--- config.mk ---
export PLATFORM = sky130hd
export DESIGN_NAME = hpc2_top
export DESIGN_NICKNAME = d
export VERILOG_FILES = /design/src/rtl/hpc2_pkg.sv /design/src/rtl/hpc2_sync.sv /design/src/rtl/hpc2_top.sv
export SDC_FILE = /design/constraint.sdc
export NUM_CORES = 1
export LEC_CHECK = 0
export ABC_AREA = 1
export BUFFER_PORTS_ARGS = -buffer_cell sky130_fd_sc_hd__buf_2
export CAP_MARGIN = 20
export CORE_ASPECT_RATIO = 0.6
export CORE_MARGIN = 4
export CORE_UTILIZATION = 45
export CTS_BUF_LIST = sky130_fd_sc_hd__clkbuf_2
export DETAILED_ROUTE_END_ITERATION = 16
export PLACE_DENSITY_LB_ADDON = 0.2
export SETUP_SLACK_MARGIN = 0.15
export SLEW_MARGIN = 20
export SYNTH_ARGS = -nofsm -noshare
export SYNTH_HDL_FRONTEND = slang
export SYNTH_SLANG_ARGS = --single-unit
--- constraint.sdc ---
create_clock -name clock -period 1.1 [get_ports clock]
set_clock_uncertainty 0.1 [all_clocks]
set_input_delay 0.11 -clock clock [delete_from_list [all_inputs] [get_ports clock]]
set_output_delay 0.11 -clock clock [all_outputs]
set_load 0.01 [all_outputs]
--- src/rtl/hpc2_pkg.sv ---
// package: register map, field positions and reset values of the second host port control register
// What this block does
// - control register two is writable and reads back the last written control bits
// - bit 0 set in daisy-chain mode raises interrupt on configuration data request
// - data request enable works only in daisy-chain mode; all fields reset to zero
// - bit 1 set raises interrupt on bit stream error during configuration only
// - writing zero to a configuration interrupt enable clears it and its interrupt
// - bit 2 set forwards low user interrupt request; cleared enable blocks it
// - bit 3 set enables daisy-chain output of configuration data
// - bit 4 set holds configuration byte write acknowledge until byte serialized
// - bytes serialize only with daisy output enabled, so holding applies only then
// - bit 4 clear acknowledges each configuration data byte transfer at once
// - user mode may alternatively be enabled by a bit stream setting
// - status register is read-only; host writes leave it unchanged
// - control register two decodes at host address 01 hexadecimal
// - interrupt pending status bit sets on pending request, clears on a status read while no request is active
package hpc2_pkg;
    localparam int          HPC2_AW          = 5;
    localparam logic [4:0]  HPC2_ADDR_CTRL2  = 5'h01;
    localparam logic [4:0]  HPC2_ADDR_STATUS = 5'h03;
    localparam logic [4:0]  HPC2_ADDR_CFGDAT = 5'h04;
    localparam logic [7:0]  HPC2_CTRL2_RESET = 8'h00;
    localparam logic [7:0]  HPC2_CTRL2_MASK  = 8'h3F;
    localparam int          HPC2_BIT_CFGIRQ  = 0;
    localparam int          HPC2_BIT_ERRIRQ  = 1;
    localparam int          HPC2_BIT_USRIRQ  = 2;
    localparam int          HPC2_BIT_DAISY   = 3;
    localparam int          HPC2_BIT_HOLD    = 4;
    localparam int          HPC2_BIT_USER    = 5;
    localparam int          HPC2_ST_DREADY   = 1;
    localparam int          HPC2_ST_PEND     = 2;
    localparam int          HPC2_ST_ERRLO    = 3;
    localparam int          HPC2_ST_INIT     = 6;
    localparam int          HPC2_ST_DONE     = 7;
    localparam logic [2:0]  HPC2_SYNC_RESET  = 3'h7;

    typedef struct packed {
        logic                 req;
        logic                 write;
        logic [HPC2_AW-1:0]   addr;
        logic [7:0]           wdata;
    } hpc2_req_t;

    typedef struct packed {
        logic       dataReady;
        logic [1:0] errorCode;
        logic       initPin;
        logic       donePin;
    } hpc2_cfgstat_t;

    typedef enum logic [0:0] {HPC2_IDLE, HPC2_HOLD} hpc2_state_t;
endpackage

--- src/rtl/hpc2_sync.sv ---
// three-stage input synchroniser with agreement filter
`timescale 1ns/100ps
`default_nettype none
module hpc2_sync
    import hpc2_pkg::*;
(
    input  wire logic clock,   // port clock
    input  wire logic resetn,  // async reset, active low
    input  wire logic din,     // asynchronous input
    output var  logic dout     // filtered level
);
    logic [2:0] stage_q;
    logic       level_q;

    always_ff @(posedge clock or negedge resetn) begin
        if (!resetn) begin
            stage_q <= HPC2_SYNC_RESET;
        end else begin
            stage_q <= {stage_q[1:0], din};
        end
    end

    // only stages two and three are looked at; stage one may be metastable
    always_ff @(posedge clock or negedge resetn) begin
        if (!resetn) begin
            level_q <= HPC2_SYNC_RESET[0];
        end else if (stage_q[1] == stage_q[2]) begin
            level_q <= stage_q[2];
        end
    end

    assign dout = level_q;
endmodule // hpc2_sync
`default_nettype wire

--- src/rtl/hpc2_top.sv ---
// second host port control register with interrupt gating and byte write acknowledge
`timescale 1ns/100ps
`default_nettype none
module hpc2_top
    import hpc2_pkg::*;
(
    input  wire logic          clock,                 // host interface clock
    input  wire logic          resetn,                // async reset, active low
    input  wire hpc2_req_t     hostReq,               // host access request
    output logic [7:0]         hostRdata_q,           // read data
    output logic               hostAck_q,             // access acknowledge pulse
    input  wire logic          daisyConfigMode,       // daisy-chain configuration active
    input  wire logic          configInProgress,      // configuration running
    input  wire logic          cfgDataRequest,        // data register needs or holds a byte
    input  wire logic          bitstreamError,        // bit stream error seen
    input  wire logic          byteSerialized,        // configuration logic serialized a byte
    input  wire logic          bitstreamUserMode,     // user mode set by bit stream
    input  wire hpc2_cfgstat_t cfgStatus,             // status inputs of the configuration logic
    input  wire logic [7:0]    cfgReadData,           // readback byte
    input  wire logic          user_interrupt_request_n, // user interrupt, active low, async
    output logic               host_interrupt_pin_q,  // interrupt to host, active high
    output logic               cfgWriteStrobe_q,      // configuration byte write pulse
    output logic [7:0]         cfgWriteData_q,        // configuration byte
    output logic               daisy_output_enable_q, // daisy-chain output enable
    output logic               hold_ack_until_serialized_q, // hold field
    output logic               userModeActive_q       // port in user mode
);
    logic [7:0]   ctrl2_q;
    logic         irqPending_q;
    hpc2_state_t  state_q;
    logic         userReqN;
    logic         irqSource;
    logic         cfgSource;
    logic         errSource;
    logic         usrSource;
    logic         accCtrl2Wr;
    logic         accStatusRd;
    logic         accCfgWr;
    logic         holdNeeded;
    logic         accept;
    logic [7:0]   statusByte;
    logic [7:0]   readByte;

    hpc2_sync u_usr_sync (
        .clock  (clock),
        .resetn (resetn),
        .din    (user_interrupt_request_n),
        .dout   (userReqN)
    );

    // requests arriving while a held write waits are ignored
    assign accept      = hostReq.req && (state_q == HPC2_IDLE);
    assign accCtrl2Wr  = accept && hostReq.write && (hostReq.addr == HPC2_ADDR_CTRL2);
    assign accStatusRd = accept && !hostReq.write && (hostReq.addr == HPC2_ADDR_STATUS);
    assign accCfgWr    = accept && hostReq.write && (hostReq.addr == HPC2_ADDR_CFGDAT);
    assign holdNeeded  = ctrl2_q[HPC2_BIT_HOLD] && ctrl2_q[HPC2_BIT_DAISY];

    assign cfgSource = ctrl2_q[HPC2_BIT_CFGIRQ] && daisyConfigMode && cfgDataRequest;
    // error source only counts while configuration runs
    assign errSource = ctrl2_q[HPC2_BIT_ERRIRQ] && configInProgress && bitstreamError;
    // synchronised level only, never the raw pin
    assign usrSource = ctrl2_q[HPC2_BIT_USRIRQ] && !userReqN;
    assign irqSource = cfgSource || errSource || usrSource;

    always_comb begin
        statusByte = 8'h00;
        statusByte[HPC2_ST_DREADY] = cfgStatus.dataReady;
        statusByte[HPC2_ST_PEND] = irqPending_q;
        statusByte[HPC2_ST_ERRLO +: 2] = cfgStatus.errorCode;
        statusByte[HPC2_ST_INIT] = cfgStatus.initPin;
        statusByte[HPC2_ST_DONE] = cfgStatus.donePin;
    end

    always_comb begin
        unique case (hostReq.addr)
            HPC2_ADDR_CTRL2:  readByte = ctrl2_q & HPC2_CTRL2_MASK;
            HPC2_ADDR_STATUS: readByte = statusByte;
            HPC2_ADDR_CFGDAT: readByte = cfgReadData;
            default:          readByte = 8'h00;
        endcase
    end

    // control register; writing zero to an enable drops its source at once
    always_ff @(posedge clock or negedge resetn) begin
        if (!resetn) begin
            ctrl2_q <= HPC2_CTRL2_RESET;
        end else if (accCtrl2Wr) begin
            ctrl2_q <= hostReq.wdata & HPC2_CTRL2_MASK;
        end
    end

    // status register has no write path at all
    always_ff @(posedge clock or negedge resetn) begin
        if (!resetn) begin
            irqPending_q <= 1'b0;
        end else if (irqSource) begin
            irqPending_q <= 1'b1;
        end else if (accStatusRd) begin
            irqPending_q <= 1'b0;
        end
    end

    // a request still held by user logic keeps the pin asserted
    always_ff @(posedge clock or negedge resetn) begin
        if (!resetn) begin
            host_interrupt_pin_q <= 1'b0;
        end else begin
            host_interrupt_pin_q <= irqSource;
        end
    end

    always_ff @(posedge clock or negedge resetn) begin
        if (!resetn) begin
            state_q <= HPC2_IDLE;
        end else begin
            unique case (state_q)
                HPC2_IDLE: begin
                    if (accCfgWr && holdNeeded) begin
                        state_q <= HPC2_HOLD;
                    end
                end
                HPC2_HOLD: begin
                    if (byteSerialized) begin
                        state_q <= HPC2_IDLE;
                    end
                end
            endcase
        end
    end

    // a held byte write is answered only once the byte has left
    always_ff @(posedge clock or negedge resetn) begin
        if (!resetn) begin
            hostAck_q <= 1'b0;
        end else begin
            hostAck_q <= (accept && !(accCfgWr && holdNeeded))
                      || ((state_q == HPC2_HOLD) && byteSerialized);
        end
    end

    // read data stands until the next read, so a slow host may pick it up late
    always_ff @(posedge clock or negedge resetn) begin
        if (!resetn) begin
            hostRdata_q <= 8'h00;
        end else if (accept && !hostReq.write) begin
            hostRdata_q <= readByte;
        end
    end

    always_ff @(posedge clock or negedge resetn) begin
        if (!resetn) begin
            cfgWriteStrobe_q <= 1'b0;
        end else begin
            cfgWriteStrobe_q <= accCfgWr;
        end
    end

    // byte is kept after the strobe so the serializer may take it late
    always_ff @(posedge clock or negedge resetn) begin
        if (!resetn) begin
            cfgWriteData_q <= 8'h00;
        end else if (accCfgWr) begin
            cfgWriteData_q <= hostReq.wdata;
        end
    end

    always_ff @(posedge clock or negedge resetn) begin
        if (!resetn) begin
            daisy_output_enable_q <= 1'b0;
        end else begin
            daisy_output_enable_q <= ctrl2_q[HPC2_BIT_DAISY];
        end
    end

    always_ff @(posedge clock or negedge resetn) begin
        if (!resetn) begin
            hold_ack_until_serialized_q <= 1'b0;
        end else begin
            hold_ack_until_serialized_q <= ctrl2_q[HPC2_BIT_HOLD];
        end
    end

    // a level, not latched at done: clearing both sources leaves user mode
    always_ff @(posedge clock or negedge resetn) begin
        if (!resetn) begin
            userModeActive_q <= 1'b0;
        end else begin
            userModeActive_q <= ctrl2_q[HPC2_BIT_USER] || bitstreamUserMode;
        end
    end
endmodule // hpc2_top
`default_nettype wire

# After elaboration in Yosys (flattened, before gate mapping)
# Cells that the tools add are included.
# Widths: inputs -> output; s select.
[classes]
n_reduce_logical = 23
mux = 6
bitwise_logic = 1
n_eq_ne = 4
[op_table]
columns = ["cell", "count"]
rows = [
  ["$pmux 8 s3", 1],
  ["$logic_and 1x1->1", 15],
  ["$eq 5x1->1 const B", 1],
  ["$eq 5x2->1 const B", 1],
  ["$eq 5x3->1 const B", 1],
  ["$logic_or 1x1->1", 4],
  ["$mux 1", 4],
  ["$logic_not 1->1", 3],
  ["$pmux 1 s2", 1],
  ["$reduce_bool 2->1", 1],
  ["$eq 1x1->1", 1],
  ["$not 1->1", 1],
]
[totals]
output_inout_bits = 22
inputBits = 37
reg_bits = 34
word_cells = 47

# Longest topological paths before layout
# Gate-level depths: netlist of run 1.
[logic_depth]
ltp_word = 8
mapped_depth = 8
depth_no_buf = 8

# Modules after synthesis
# Synthesis of run 1 repeated with hierarchy kept, for this count alone.
[unflattened]
cells_unflattened = 171
area_unflattened_um2 = 1525.2
[by_module_without_submodules]
columns = ["module", "seq_area_each_um2", "instances", "area_each_um2", "cells_each"]
rows = [
  ["hpc2_top", 750.7, 1, 1403.8, 163],
  ["hpc2_sync", 105.1, 1, 121.4, 8],
]

# Worst setup path after synthesis of run 1
# OpenSTA, ideal clock, no wires.
[synth_timing]
path_type = "reg-to-reg"
from = "register state_q"
to = "register ctrl2_q[0]"
slack_ps = -116
path_stages_with_launch = 7
path_buffers = 0
period_less_slack_ps = 1216
t_required_ps = 883
arrival_time_ps = 999
setup_time_ps = 117
cell_sequence = "dfrtp_1 > nor2_2 > inv_2 > nor2_8 > nand4_4 > nand2_1 > nand2_1"
[synth_between]
elab_chain_len = 4
[synth_rtl]
columns = ["item", "line", "rtl"]
rows = [
  ["from (decl)", "hpc2_top.sv:30", "hpc2_state_t state_q;"],
  ["from (signal assigned)", "hpc2_top.sv:114", "state_q <= HPC2_IDLE;"],
  ["from (signal assigned)", "hpc2_top.sv:119", "state_q <= HPC2_HOLD;"],
  ["from (signal assigned)", "hpc2_top.sv:124", "state_q <= HPC2_IDLE;"],
  ["$not 1->1", "hpc2_top.sv:52", "assign accept = hostReq.req && (state_q == HPC2_IDLE);"],
  ["$logic_and 1x1->1", "hpc2_top.sv:52", ""],
  ["$logic_and 1x1->1 (2 in series)", "hpc2_top.sv:53", "assign accCtrl2Wr = accept && hostReq.write && (hostReq.addr == HPC2_ADDR_CTRL2);"],
  ["to (signal assigned)", "hpc2_top.sv:88", "ctrl2_q <= hostReq.wdata & HPC2_CTRL2_MASK;"],
  ["to (decl)", "hpc2_top.sv:28", "logic [7:0] ctrl2_q;"],
]
# Every way passes these cells.
# A chain may end at the register's enable or synchronous reset.

# Worst setup path in the final report of run 1
[layout_timing]
from = "register state_q"
to = "register ctrl2_q[3]"
# Same word-level chain as after synthesis.

==> results of run 1 <==
## worst paths after layout
kind	from	endpoint	cells after the start
worst max-delay path	state_q	ctrl2_q[3]	6
worst min-delay path	configInProgress	irqPending_q	4
worst max register to register	state_q	ctrl2_q[3]	6
worst min register to register	u_usr_sync.stage_q[0]	u_usr_sync.stage_q[1]	0
max in group asynchronous	resetn	daisy_output_enable_q	3
min in group asynchronous	resetn	userModeActive_q	2
## layout make-up
cell class | instances | area, sq um
Timing Repair Buffer | 104 | 718
Inverter | 15 | 81.3
Tap cell | 45 | 56.3
Fill cell | 240 | 803
Clock inverter | 2 | 8.76
Clock buffer | 6 | 30.0
Sequential cell | 34 | 856
Timing Repair inverter | 1 | 8.76
Multi-Input combinational cell | 121 | 741
## cells by family after synthesis
kind of cell	share of synthesized area
buffers and inverters	0.0542
adders and majority gates	0.00637
DFF	0.545
AOI/OAI and AO/OA	0.0159
and+or+nand+nor	0.378
## flip-flops by register name, summed over array words and instances, names as in the netlist, 3 cells and up
| name | count |
|---|---|
| u_usr_sync.stage_q | 3 |
| hostRdata_q | 8 |
| ctrl2_q | 6 |
| cfgWriteData_q | 8 |
## routing by layer
layer  vias to the layer above  track usage  wire length (microns)
li1                        772            -                      -
met1                       729        0.271                   1910
met2                        44        0.289                   1940
met3                         6       0.0612                    302
met4                         0       0.0642                     59
met5                         -            0                      0
## repair_timing
item                       CTS  global route
gates cloned                 1             1
pin swaps                    3             8
setup buffers                7             7
gates resized for setup      5            26
hold endpoints to repair    57             2
setup endpoints to repair   49            50
## through the flow
stage	setup TNS, ps	cells
after floorplan	-1200	171
after global placement	-1630	285
after detailed placement	-2210	285
after CTS	-2870	320
after global routing	-6470	328
final	-2390	328
## power by group through the flow
stage          Sequential (mW)  Clock, mW  Combinational, mW
6_report                  1.43      0.548              0.600
3_3_place_gp              1.45          0              0.441
5_1_grt                   1.45      0.652              0.664
2_1_floorplan             1.48          0              0.171
4_1_cts                   1.43      0.573              0.545
3_5_place_dp              1.45          0              0.450
## worst min-delay path: stages
cell	delay, ps
buf_2	80
and3_4	180
nor3_4	40
nand2_1	50
## placed cells by master, fill, tap and decap left out, types with 2 or more instances in the layout
| master | count |
|---|---|
| nand2_2 | 17 |
| o21ai_1 | 2 |
| nand2_4 | 5 |
| nand2_1 | 58 |
| o21ai_0 | 2 |
| nand3_2 | 2 |
| buf_4 | 24 |
| dlygate4sd3_1 | 19 |
| nand2_8 | 2 |
| buf_12 | 2 |
| inv_4 | 2 |
| buf_6 | 2 |
| nor2_1 | 3 |
| clkbuf_2 | 6 |
| buf_2 | 57 |
| nor2_4 | 2 |
| inv_1 | 10 |
| nor2_8 | 2 |
| nor3_4 | 2 |
| dfstp_2 | 4 |
| dfrtp_1 | 30 |
| nand4_1 | 12 |
| nand3_1 | 4 |
==> impl_metrics.sql, run 1 <==
INSERT INTO impl_metrics (metric_group, metric, value, unit) VALUES
('power', 'power_report.internal_total', '1.82', 'mW'),
('setup_path', 'timing.critical_path.fanout_max', '6', ''),
('route', 'detailed_route_iter0_violations', '75', ''),
('yosys', 'synth.largest_area_cell', 'dfrtp_1', ''),
('sta', 'finalSetupViolations', '41', ''),
('route', 'vias', '1551', ''),
('route', 'detail_route.first_pass.iterations', '4', ''),
('sta', 'rsz_0062_raised_after_global_routing', 'yes', ''),
('setup_path', 'critical_path.n_buffers_inverters', '1', ''),
('cells_and_area', 'post-route-util', '0.757', ''),
('yosys', 'post_synthesis_net_count', '208', ''),
('setup_path', 'crit_type', 'reg -> reg', ''),
('cts', 'post_cts_hold_buffer_count', '19', ''),
('setup_path', 'critical-path-top-delay-family', 'simple AND/OR/NAND/NOR gates', ''),
('route', 'drc_violation_count_after_routing', '0', ''),
('flow_run', 'cap_violations', '0', ''),
('placed_design', 'port_buffer_count', '58', ''),
('sta', 'hold_violations', '0', ''),
('setup_path', 'critical_path_cell_list', 'nor2_4 > inv_4 > nor2_8 > nand4_4 > nand2_1 > nand2_1', ''),
('cells_and_area', 'diodes', '0', ''),
('outcome', 'violated_checks', 'negative setup slack', ''),
('cells_and_area', 'num-nets-final', '319', ''),
('global_routing', 'global_route_wire_length_before_repair', '6650', 'microns'),
('sta', 'post-route-worst-setup-slack', '-133', 'ps'),
('floorplanning', 'initial_core_util', '0.475', ''),
('floorplanning', 'dieWidth', '84.3', 'microns'),
('power', 'peakVddDrop', '0.770', 'mV'),
('setup_path', 'worst_ep_arrival_time', '1410', 'ps'),
('yosys', 'synth_seq_cells', '34', ''),
('setup_path', 'critical_path.most_common_cell', 'nand2_1', ''),
('placed_design', 'dpl_cell_area', '2040', 'sq um'),
('sta', 'layout_worst_path_cycle_share', '1.12', ''),
('sta', 'post_layout_minimum_cycle_time', '1230', 'ps'),
('route', 'final_antenna_net_count', '0', ''),
('setup_path', 'max_stage_delay', '440', 'ps'),
('outcome', 'run_status', 'finished with violations', ''),
('setup_path', 'setup.reg_to_reg.worst_slack', '-130', 'ps'),
('setup_path', 'crit_path_top_delay_cell', 'dfrtp_1', ''),
('floorplanning', 'floorplan.die_area', '4530', 'sq um'),
('sta', 'hold-worst-slack', '22.8', 'ps'),
('power', 'power.clock.fraction', '0.212', ''),
('floorplanning', 'vertical_die_dimension', '53.8', 'microns'),
('power', 'power.density', '1030', 'nW/um^2'),
('setup_path', 'end_kind', 'flop', ''),
('hold_path', 'hold_class', 'in -> reg', ''),
('yosys', 'number_of_instances_in_the_synthesized_netlist', '171', ''),
('sta', 'fmax', '811', 'MHz'),
('placed_design', 'place_congestion', '0.775', ''),
('sta', 'tightest_slew', '378', 'ps'),
('power', 'cellLeakagePower', '1.43', 'nW'),
('cts', 'clockRootBuffer', 'clkbuf_2', ''),
('yosys', 'synthArstFlopShare', '1.00', ''),
('yosys', 'synth_cell_type_count', '28', ''),
('cts', 'number_of_buffers_on_the_longest_clock_path', '2', ''),
('sta', 'slew_violations', '0', ''),
('cells_and_area', 'fraction_of_final_layout_cells_with_drive_strength_greater_than_1', '0.495', ''),
('route', 'wl_per_cell', '12.8', 'microns'),
('cells_and_area', 'area_growth_syn_to_layout', '59.2', '%'),
('yosys', 'synth-seq-area-share', '0.545', ''),
('yosys', 'post_synth.cell_area_avg', '9.18', 'sq um'),
('cts', 'worst_path_clk_slew', '150', 'ps'),
('global_routing', 'first_global_vias', '1413', ''),
('setup_path', 'worst-endpoint-required', '1270', 'ps'),
('global_routing', 'largest_net_degree_at_the_start_of_global_routing', '20', ''),
('setup_path', 'timing.critical_path.from_type', 'flop', ''),
('yosys', 'cell_types_occupying_the_most_area_after_synthesis', 'dfrtp_1, nand2_1, dfstp_2', ''),
('cells_and_area', 'postLayoutCellArea', '2500', 'sq um'),
('yosys', 'syn_area', '1570', 'sq um'),
('cts', 'tritoncts_num_sinks', '34', ''),
('yosys', 'synth_ff_type', 'dfrtp_1', ''),
('yosys', 'synth_top_cell_area_share', '0.478', '');
Power figures use the tool's default switching activity.
==> run 2: changes to the inputs <==
- SKIP_CTS_REPAIR_TIMING: not set -> 1
==> run 2 against run 1 <==
The flow still finishes with violations (negative setup slack). Via count is 4.2% lower. Utilization fell by 0.91 points. Hold slack improved by 13 ps. Sequential power is essentially flat. First-iteration DRC count shrank 32%. Maximum frequency is 0.16% higher. Sequential share of layout area increased by 0.42 points. Design area shrank 1.2%. Routed wire length down 3.0%. Register-to-register slack about the same. Global-route usage decreased by 1.8 points.
==> impl_metrics.sql, run 2 (synthesis gave the netlist of run 1 again) <==
INSERT INTO impl_metrics (metric_group, metric, value, unit) VALUES
('power', 'power.share.switching', '0.294', ''),
('cts', 'tritoncts_num_sinks', '34', ''),
('route', 'detail_route.first_pass.iterations', '4', ''),
('sta', 'post_layout_minimum_cycle_time', '1230', 'ps'),
('flow_run', 'cap_violations', '0', ''),
('setup_path', 'end_kind', 'flop', ''),
('placed_design', 'place_congestion', '0.775', ''),
('global_routing', 'number_of_antenna_violations_at_the_first_check_in_global_routing', '0', ''),
('floorplanning', 'floorplan.die_area', '4530', 'sq um'),
('route', 'drc_violation_count_after_routing', '0', ''),
('cts', 'cts_htree_levels', '2', ''),
('route', 'wirelength_routed', '4090', 'microns'),
('placed_design', 'place_inst', '285', ''),
('placed_design', 'place.detailed.hpwl', '2790', 'microns'),
('sta', 'slew_violations', '0', ''),
('cts', 'cts_tree', 'yes', ''),
('power', 'share_comb_of_total_power', '0.230', ''),
('power', 'power.density', '1040', 'nW/um^2'),
('outcome', 'run_status', 'finished with violations', ''),
('floorplanning', 'area_of_the_placeable_core', '3300', 'sq um'),
('power', 'p_seq_frac', '0.557', ''),
('route', 'vias', '1486', ''),
('power', 'power.clock.fraction', '0.213', ''),
('route', 'detailed_route_iter0_violations', '51', ''),
('cells_and_area', 'finalNonFillerCells', '322', ''),
('setup_path', 'worst-endpoint-required', '1290', 'ps'),
('global_routing', 'globalRouteTotalUtil', '0.176', ''),
('floorplanning', 'top_level_ports', '59', ''),
('global_routing', 'first_global_vias', '1278', ''),
('setup_path', 'max_stage_delay', '440', 'ps'),
('global_routing', 'grt_overflow_total', '0', ''),
('setup_path', 'crit_path_top_delay_cell', 'dfrtp_1', ''),
('sta', 'layout_worst_path_cycle_share', '1.12', ''),
('setup_path', 'critical-path-top-delay-family', 'simple AND/OR/NAND/NOR gates', ''),
('setup_path', 'worst_ep_arrival_time', '1420', 'ps'),
('setup_path', 'timing.critical_path.from_type', 'flop', ''),
('sta', 'rsz_0062_raised_after_global_routing', 'yes', ''),
('sta', 'post-route-worst-setup-slack', '-131', 'ps'),
('setup_path', 'critical_path.n_buffers_inverters', '1', ''),
('sta', 'hold-worst-slack', '35.4', 'ps'),
('sta', 'timing.max_slew.rel_slack', '0.695', ''),
('cells_and_area', 'diodes', '0', ''),
('sta', 'finalSetupViolations', '40', ''),
('cells_and_area', 'most_frequent_standard_cell_in_the_layout_excluding_fill_and_tap_cells', 'nand2_1', ''),
('cts', 'number_of_buffers_on_the_longest_clock_path', '2', ''),
('placed_design', 'port_buffer_count', '58', ''),
('cts', 'worst_path_clk_slew', '170', 'ps'),
('cells_and_area', 'fraction_of_final_layout_cells_with_drive_strength_greater_than_1', '0.491', ''),
('setup_path', 'critical_path_cell_list', 'nor2_4 > inv_4 > nor2_8 > nand4_4 > nand2_1 > nand2_1', ''),
('hold_path', 'hold_class', 'in -> reg', ''),
('setup_path', 'critical_path.most_common_cell', 'nand2_1', ''),
('power', 'peakVddDrop', '0.744', 'mV'),
('outcome', 'violated_checks', 'negative setup slack', ''),
('power', 'cellLeakagePower', '1.39', 'nW'),
('cells_and_area', 'area_growth_syn_to_layout', '57.3', '%'),
('route', 'wl_per_cell', '12.7', 'microns'),
('floorplanning', 'std_cell_rows', '16', ''),
('power', 'total_switching_power', '0.757', 'mW'),
('power', 'power_report.internal_total', '1.82', 'mW'),
('cts', 'clockRootBuffer', 'clkbuf_2', ''),
('cells_and_area', 'biggest_registers_after_layout', 'cfgWriteData_q x8, hostRdata_q x8, ctrl2_q x6', ''),
('cts', 'cts_inserted_buffers', '5', ''),
('global_routing', 'largest_net_degree_at_the_start_of_global_routing', '20', ''),
('setup_path', 'timing.critical_path.fanout_max', '6', ''),
('cells_and_area', 'layout.filler_cells', '241', ''),
('cts', 'clk-insertion-delay-late', '370', 'ps'),
('route', 'final_antenna_net_count', '0', ''),
('global_routing', 'global_route_wire_length_before_repair', '6020', 'microns'),
('sta', 'hold_violations', '0', ''),
('floorplanning', 'dieWidth', '84.3', 'microns'),
('route', 'post_drt_via_cell_ratio', '4.61', ''),
('sta', 'fmax', '812', 'MHz'),
('cells_and_area', 'mostFrequentLayoutCells', 'nand2_1, buf_2, dfrtp_1, buf_4, nand2_2', ''),
('sta', 'tightest_slew', '458', 'ps'),
('cells_and_area', 'num-nets-final', '313', ''),
('floorplanning', 'vertical_die_dimension', '53.8', 'microns'),
('setup_path', 'crit_type', 'reg -> reg', ''),
('floorplanning', 'initial_core_util', '0.475', '');
run 2: power groups by stage:
stage	clock (mW)	sequential [mW]	combinational, mW
floorplan	0	1.48	0.171
global placement	0	1.45	0.441
detailed placement	0	1.45	0.450
CTS	0.573	1.43	0.450
global route	0.653	1.45	0.654
finish	0.550	1.43	0.593
run 2: layout make-up:
type                       count  area [sq um]  area share
inverter                      15          86.3      0.0350
clock buffer                   6          30.0      0.0122
tap                           45          56.3      0.0228
sequential                    34           856       0.347
clock inverter                 2          8.76     0.00355
multi-input combinational    121           744       0.301
timing repair buffer          99           688       0.279
run 2: path summary, 6_finish.rpt:
| check | slack, ps | cells past startpoint | startpoint | to |
|---|---|---|---|---|
| max | -130 | 6 | state_q | ctrl2_q[2] |
| min | 40 | 4 | configInProgress | host_interrupt_pin_q |
| max reg2reg | -130 | 6 | state_q | ctrl2_q[2] |
| min reg2reg | 270 | 0 | u_usr_sync.stage_q[0] | u_usr_sync.stage_q[1] |
| max in group asynchronous | 410 | 3 | resetn | daisy_output_enable_q |
| min in group asynchronous | 70 | 2 | resetn | host_interrupt_pin_q |
run 2: worst reg2reg max path: stages, from the launching register on:
cell,delay (ps)
dfrtp_1,440
nor2_4,130
inv_4,70
nor2_8,140
nand4_4,140
nand2_1,100
nand2_1,50
run 2: stage by stage:
step                      setup TNS [ps]  utilization  setup WS (ps)  instance area, sq um  power, mW
final                              -2620        0.748           -131                  2470       2.58
after global routing               -6420        0.748           -234                  2470       2.75
after CTS                          -3740        0.629           -146                  2080       2.46
after detailed placement           -2210        0.617           -117                  2040       1.90
after global placement             -1630        0.617          -83.8                  2040       1.90
after floorplan                    -1200            -          -92.3                  1590       1.65
run 2: per-layer routing:
metal,wire length [microns],track usage,vias up
li1,-,-,761
met1,1980,0.250,687
met2,1860,0.245,31
met3,189,0.0657,7
met4,59,0.0642,0
met5,0,0,-
==> run 3: changes to the inputs <==
- CELL_PAD_IN_SITES_DETAIL_PLACEMENT: not set -> 0
- CELL_PAD_IN_SITES_GLOBAL_PLACEMENT: not set -> 2
- CORE_UTILIZATION: 45 -> 26
==> run 3 against run 2 <==
The flow finishes with violations (negative hold slack, negative setup slack). Power rose by 20%. Maximum frequency grew 0.54%. Highest routed layer unchanged. Register-to-register slack hardly changed. Sequential share of layout area decreased by 0.42 points. Critical endpoint is now ctrl2_q[3].
==> impl_metrics.sql, run 3 (synthesis gave the netlist of run 1 again) <==
INSERT INTO impl_metrics (metric_group, metric, value, unit) VALUES
('outcome', 'run_status', 'finished with violations', ''),
('cells_and_area', 'mostFrequentLayoutCells', 'nand2_1, buf_2, dfrtp_1, buf_4, dlygate4sd3_1', ''),
('setup_path', 'crit_type', 'reg -> reg', ''),
('global_routing', 'globalRouteTotalUtil', '0.122', ''),
('cells_and_area', 'diodes', '0', ''),
('sta', 'post_layout_minimum_cycle_time', '1220', 'ps'),
('power', 'power_report.internal_total', '2.28', 'mW'),
('placed_design', 'place.detailed.hpwl', '3330', 'microns'),
('sta', 'timing.max_slew.rel_slack', '0.759', ''),
('floorplanning', 'floorplan.die_area', '7390', 'sq um'),
('global_routing', 'largest_net_degree_at_the_start_of_global_routing', '21', ''),
('power', 'power.clock.fraction', '0.349', ''),
('cells_and_area', 'layout.filler_cells', '573', ''),
('floorplanning', 'std_cell_rows', '21', ''),
('placed_design', 'place_congestion', '0.727', ''),
('setup_path', 'worst-endpoint-required', '1280', 'ps'),
('setup_path', 'max_stage_delay', '420', 'ps'),
('setup_path', 'crit_path_top_delay_cell', 'dfrtp_1', ''),
('floorplanning', 'dieWidth', '108', 'microns'),
('setup_path', 'critical_path.reg2reg.startpoint', 'state_q', ''),
('cells_and_area', 'fraction_of_final_layout_cells_with_drive_strength_greater_than_1', '0.452', ''),
('route', 'detailed_route_iter0_violations', '48', ''),
('cts', 'cts_tree', 'yes', ''),
('route', 'final_antenna_net_count', '0', ''),
('placed_design', 'port_buffer_count', '58', ''),
('hold_path', 'hold_class', 'in -> reg', ''),
('sta', 'hold-worst-slack', '-32.5', 'ps'),
('sta', 'rsz_0062_raised_after_global_routing', 'yes', ''),
('hold_path', 'worstHoldEndpoint', 'host_interrupt_pin_q', ''),
('power', 'share_comb_of_total_power', '0.189', ''),
('cells_and_area', 'num-nets-final', '315', ''),
('sta', 'post-route-worst-setup-slack', '-125', 'ps'),
('floorplanning', 'vertical_die_dimension', '68.2', 'microns'),
('sta', 'finalSetupViolations', '46', ''),
('power', 'p_seq_frac', '0.462', ''),
('power', 'cellLeakagePower', '1.38', 'nW'),
('global_routing', 'first_global_vias', '1372', ''),
('cells_and_area', 'finalNonFillerCells', '359', ''),
('setup_path', 'worst_ep_arrival_time', '1410', 'ps'),
('setup_path', 'timing.critical_path.fanout_max', '6', ''),
('setup_path', 'critical-path-top-delay-family', 'simple AND/OR/NAND/NOR gates', ''),
('power', 'total_switching_power', '0.805', 'mW'),
('floorplanning', 'initial_core_util', '0.275', ''),
('cells_and_area', 'post-route-util', '0.438', ''),
('setup_path', 'critical_path.most_common_cell', 'nand2_1', ''),
('route', 'drc_violation_count_after_routing', '0', ''),
('sta', 'fmax', '816', 'MHz'),
('sta', 'hold_violations', '2', ''),
('floorplanning', 'area_of_the_placeable_core', '5700', 'sq um'),
('setup_path', 'setup.reg_to_reg.worst_slack', '-120', 'ps'),
('sta', 'layout_worst_path_cycle_share', '1.11', ''),
('floorplanning', 'top_level_ports', '59', ''),
('setup_path', 'timing.critical_path.from_type', 'flop', ''),
('global_routing', 'number_of_antenna_violations_at_the_first_check_in_global_routing', '0', ''),
('placed_design', 'preCtsSetupSlack', '-118', 'ps'),
('power', 'power.density', '1240', 'nW/um^2'),
('cts', 'tritoncts_num_sinks', '34', ''),
('flow_run', 'cap_violations', '0', ''),
('cells_and_area', 'most_frequent_standard_cell_in_the_layout_excluding_fill_and_tap_cells', 'nand2_1', ''),
('global_routing', 'grt_overflow_total', '0', ''),
('hold_path', 'worst_hold_path.num_cells', '4', ''),
('power', 'power.share.switching', '0.261', ''),
('route', 'wl_per_cell', '12.5', 'microns'),
('route', 'detail_route.first_pass.iterations', '4', ''),
('route', 'post_drt_via_cell_ratio', '4.01', ''),
('outcome', 'violated_checks', 'negative hold slack, negative setup slack', ''),
('setup_path', 'end_kind', 'flop', ''),
('placed_design', 'place_inst', '323', ''),
('hold_path', 'min-delay-start', 'daisyConfigMode', ''),
('cts', 'number_of_buffers_on_the_longest_clock_path', '2', ''),
('route', 'wirelength_routed', '4500', 'microns'),
('cts', 'cts_inserted_buffers', '5', ''),
('cells_and_area', 'area_growth_syn_to_layout', '59.2', '%'),
('cts', 'clk-insertion-delay-late', '390', 'ps'),
('cts', 'clockRootBuffer', 'clkbuf_2', ''),
('power', 'peakVddDrop', '0.540', 'mV'),
('setup_path', 'critical_path_cell_list', 'nor2_2 > inv_2 > nor2_8 > nand4_4 > nand2_1 > nand2_1', ''),
('setup_path', 'r2r-end', 'ctrl2_q[3]', ''),
('cts', 'cts_htree_levels', '2', ''),
('cells_and_area', 'biggest_registers_after_layout', 'cfgWriteData_q x8, hostRdata_q x8, ctrl2_q x6', ''),
('route', 'vias', '1439', ''),
('sta', 'slew_violations', '0', ''),
('power', 'post-layout-total-power', '3.09', 'mW'),
('global_routing', 'global_route_wire_length_before_repair', '6760', 'microns'),
('cts', 'worst_path_clk_slew', '210', 'ps'),
('sta', 'tightest_slew', '362', 'ps'),
('setup_path', 'rr_worst_depth', '6', ''),
('setup_path', 'critical_path.n_buffers_inverters', '1', '');
## run 3: cell types whose count changed in the layout (fill, tap and decap cells not counted), sizes merged
cell | before | now
dlygate4sd3 | 17 | 20
bufinv | 0 | 2
clkinv | 4 | 2
clkbuf | 6 | 5
inv | 13 | 14
nand2 | 82 | 81
## run 3: power by group through the flow
stage,clock network [mW],logic (mW),registers [mW]
global placement,0,0.488,1.45
global route,1.17,0.650,1.44
finish,1.08,0.583,1.43
detailed placement,0,0.486,1.45
CTS,1.11,0.489,1.43
floorplan,0,0.171,1.48
## run 3: cell type report
| cell class | count | area (sq um) | share of cell area |
|---|---|---|---|
| inverters | 15 | 71.3 | 0.0285 |
| clock buffers | 5 | 25.0 | 0.0100 |
| flip-flops and latches | 34 | 856 | 0.342 |
| well taps | 80 | 100 | 0.0400 |
| multi-input cells | 120 | 664 | 0.266 |
| clock inverters | 3 | 68.8 | 0.0275 |
| repair buffers | 102 | 714 | 0.286 |
## run 3: worst max path at each step
| stage | startpoint | to | slack (ps) | depth (start not counted) |
|---|---|---|---|---|
| 2_1_floorplan | state_q | ctrl2_q[0] | -90 | 6 |
| 5_1_grt | state_q | ctrl2_q[3] | -230 | 6 |
| 3_3_place_gp | state_q | ctrl2_q[5] | -100 | 6 |
| 6_report | state_q | ctrl2_q[3] | -120 | 6 |
| 4_1_cts | state_q | ctrl2_q[3] | -140 | 6 |
| 3_5_place_dp | state_q | ctrl2_q[5] | -120 | 6 |
## run 3: metrics by stage
step	setup TNS (ps)	area [sq um]
floorplan	-1200	1590
global placement	-1870	2100
detailed placement	-2200	2100
CTS	-4180	2200
global route	-6700	2500
finish	-2950	2500
## run 3: tightest hold or removal path, stage by stage
cell and delay [ps]:
buf_2 80, and3_4 170, nor3_2 50, inv_1 40
## run 3: layer usage
metal / track usage / share of wire
met1: 0.184 / 0.55
met2: 0.156 / 0.39
met3: 0.0481 / 0.052
met4: 0.0378 / 0.0064
met5: 0 / 0
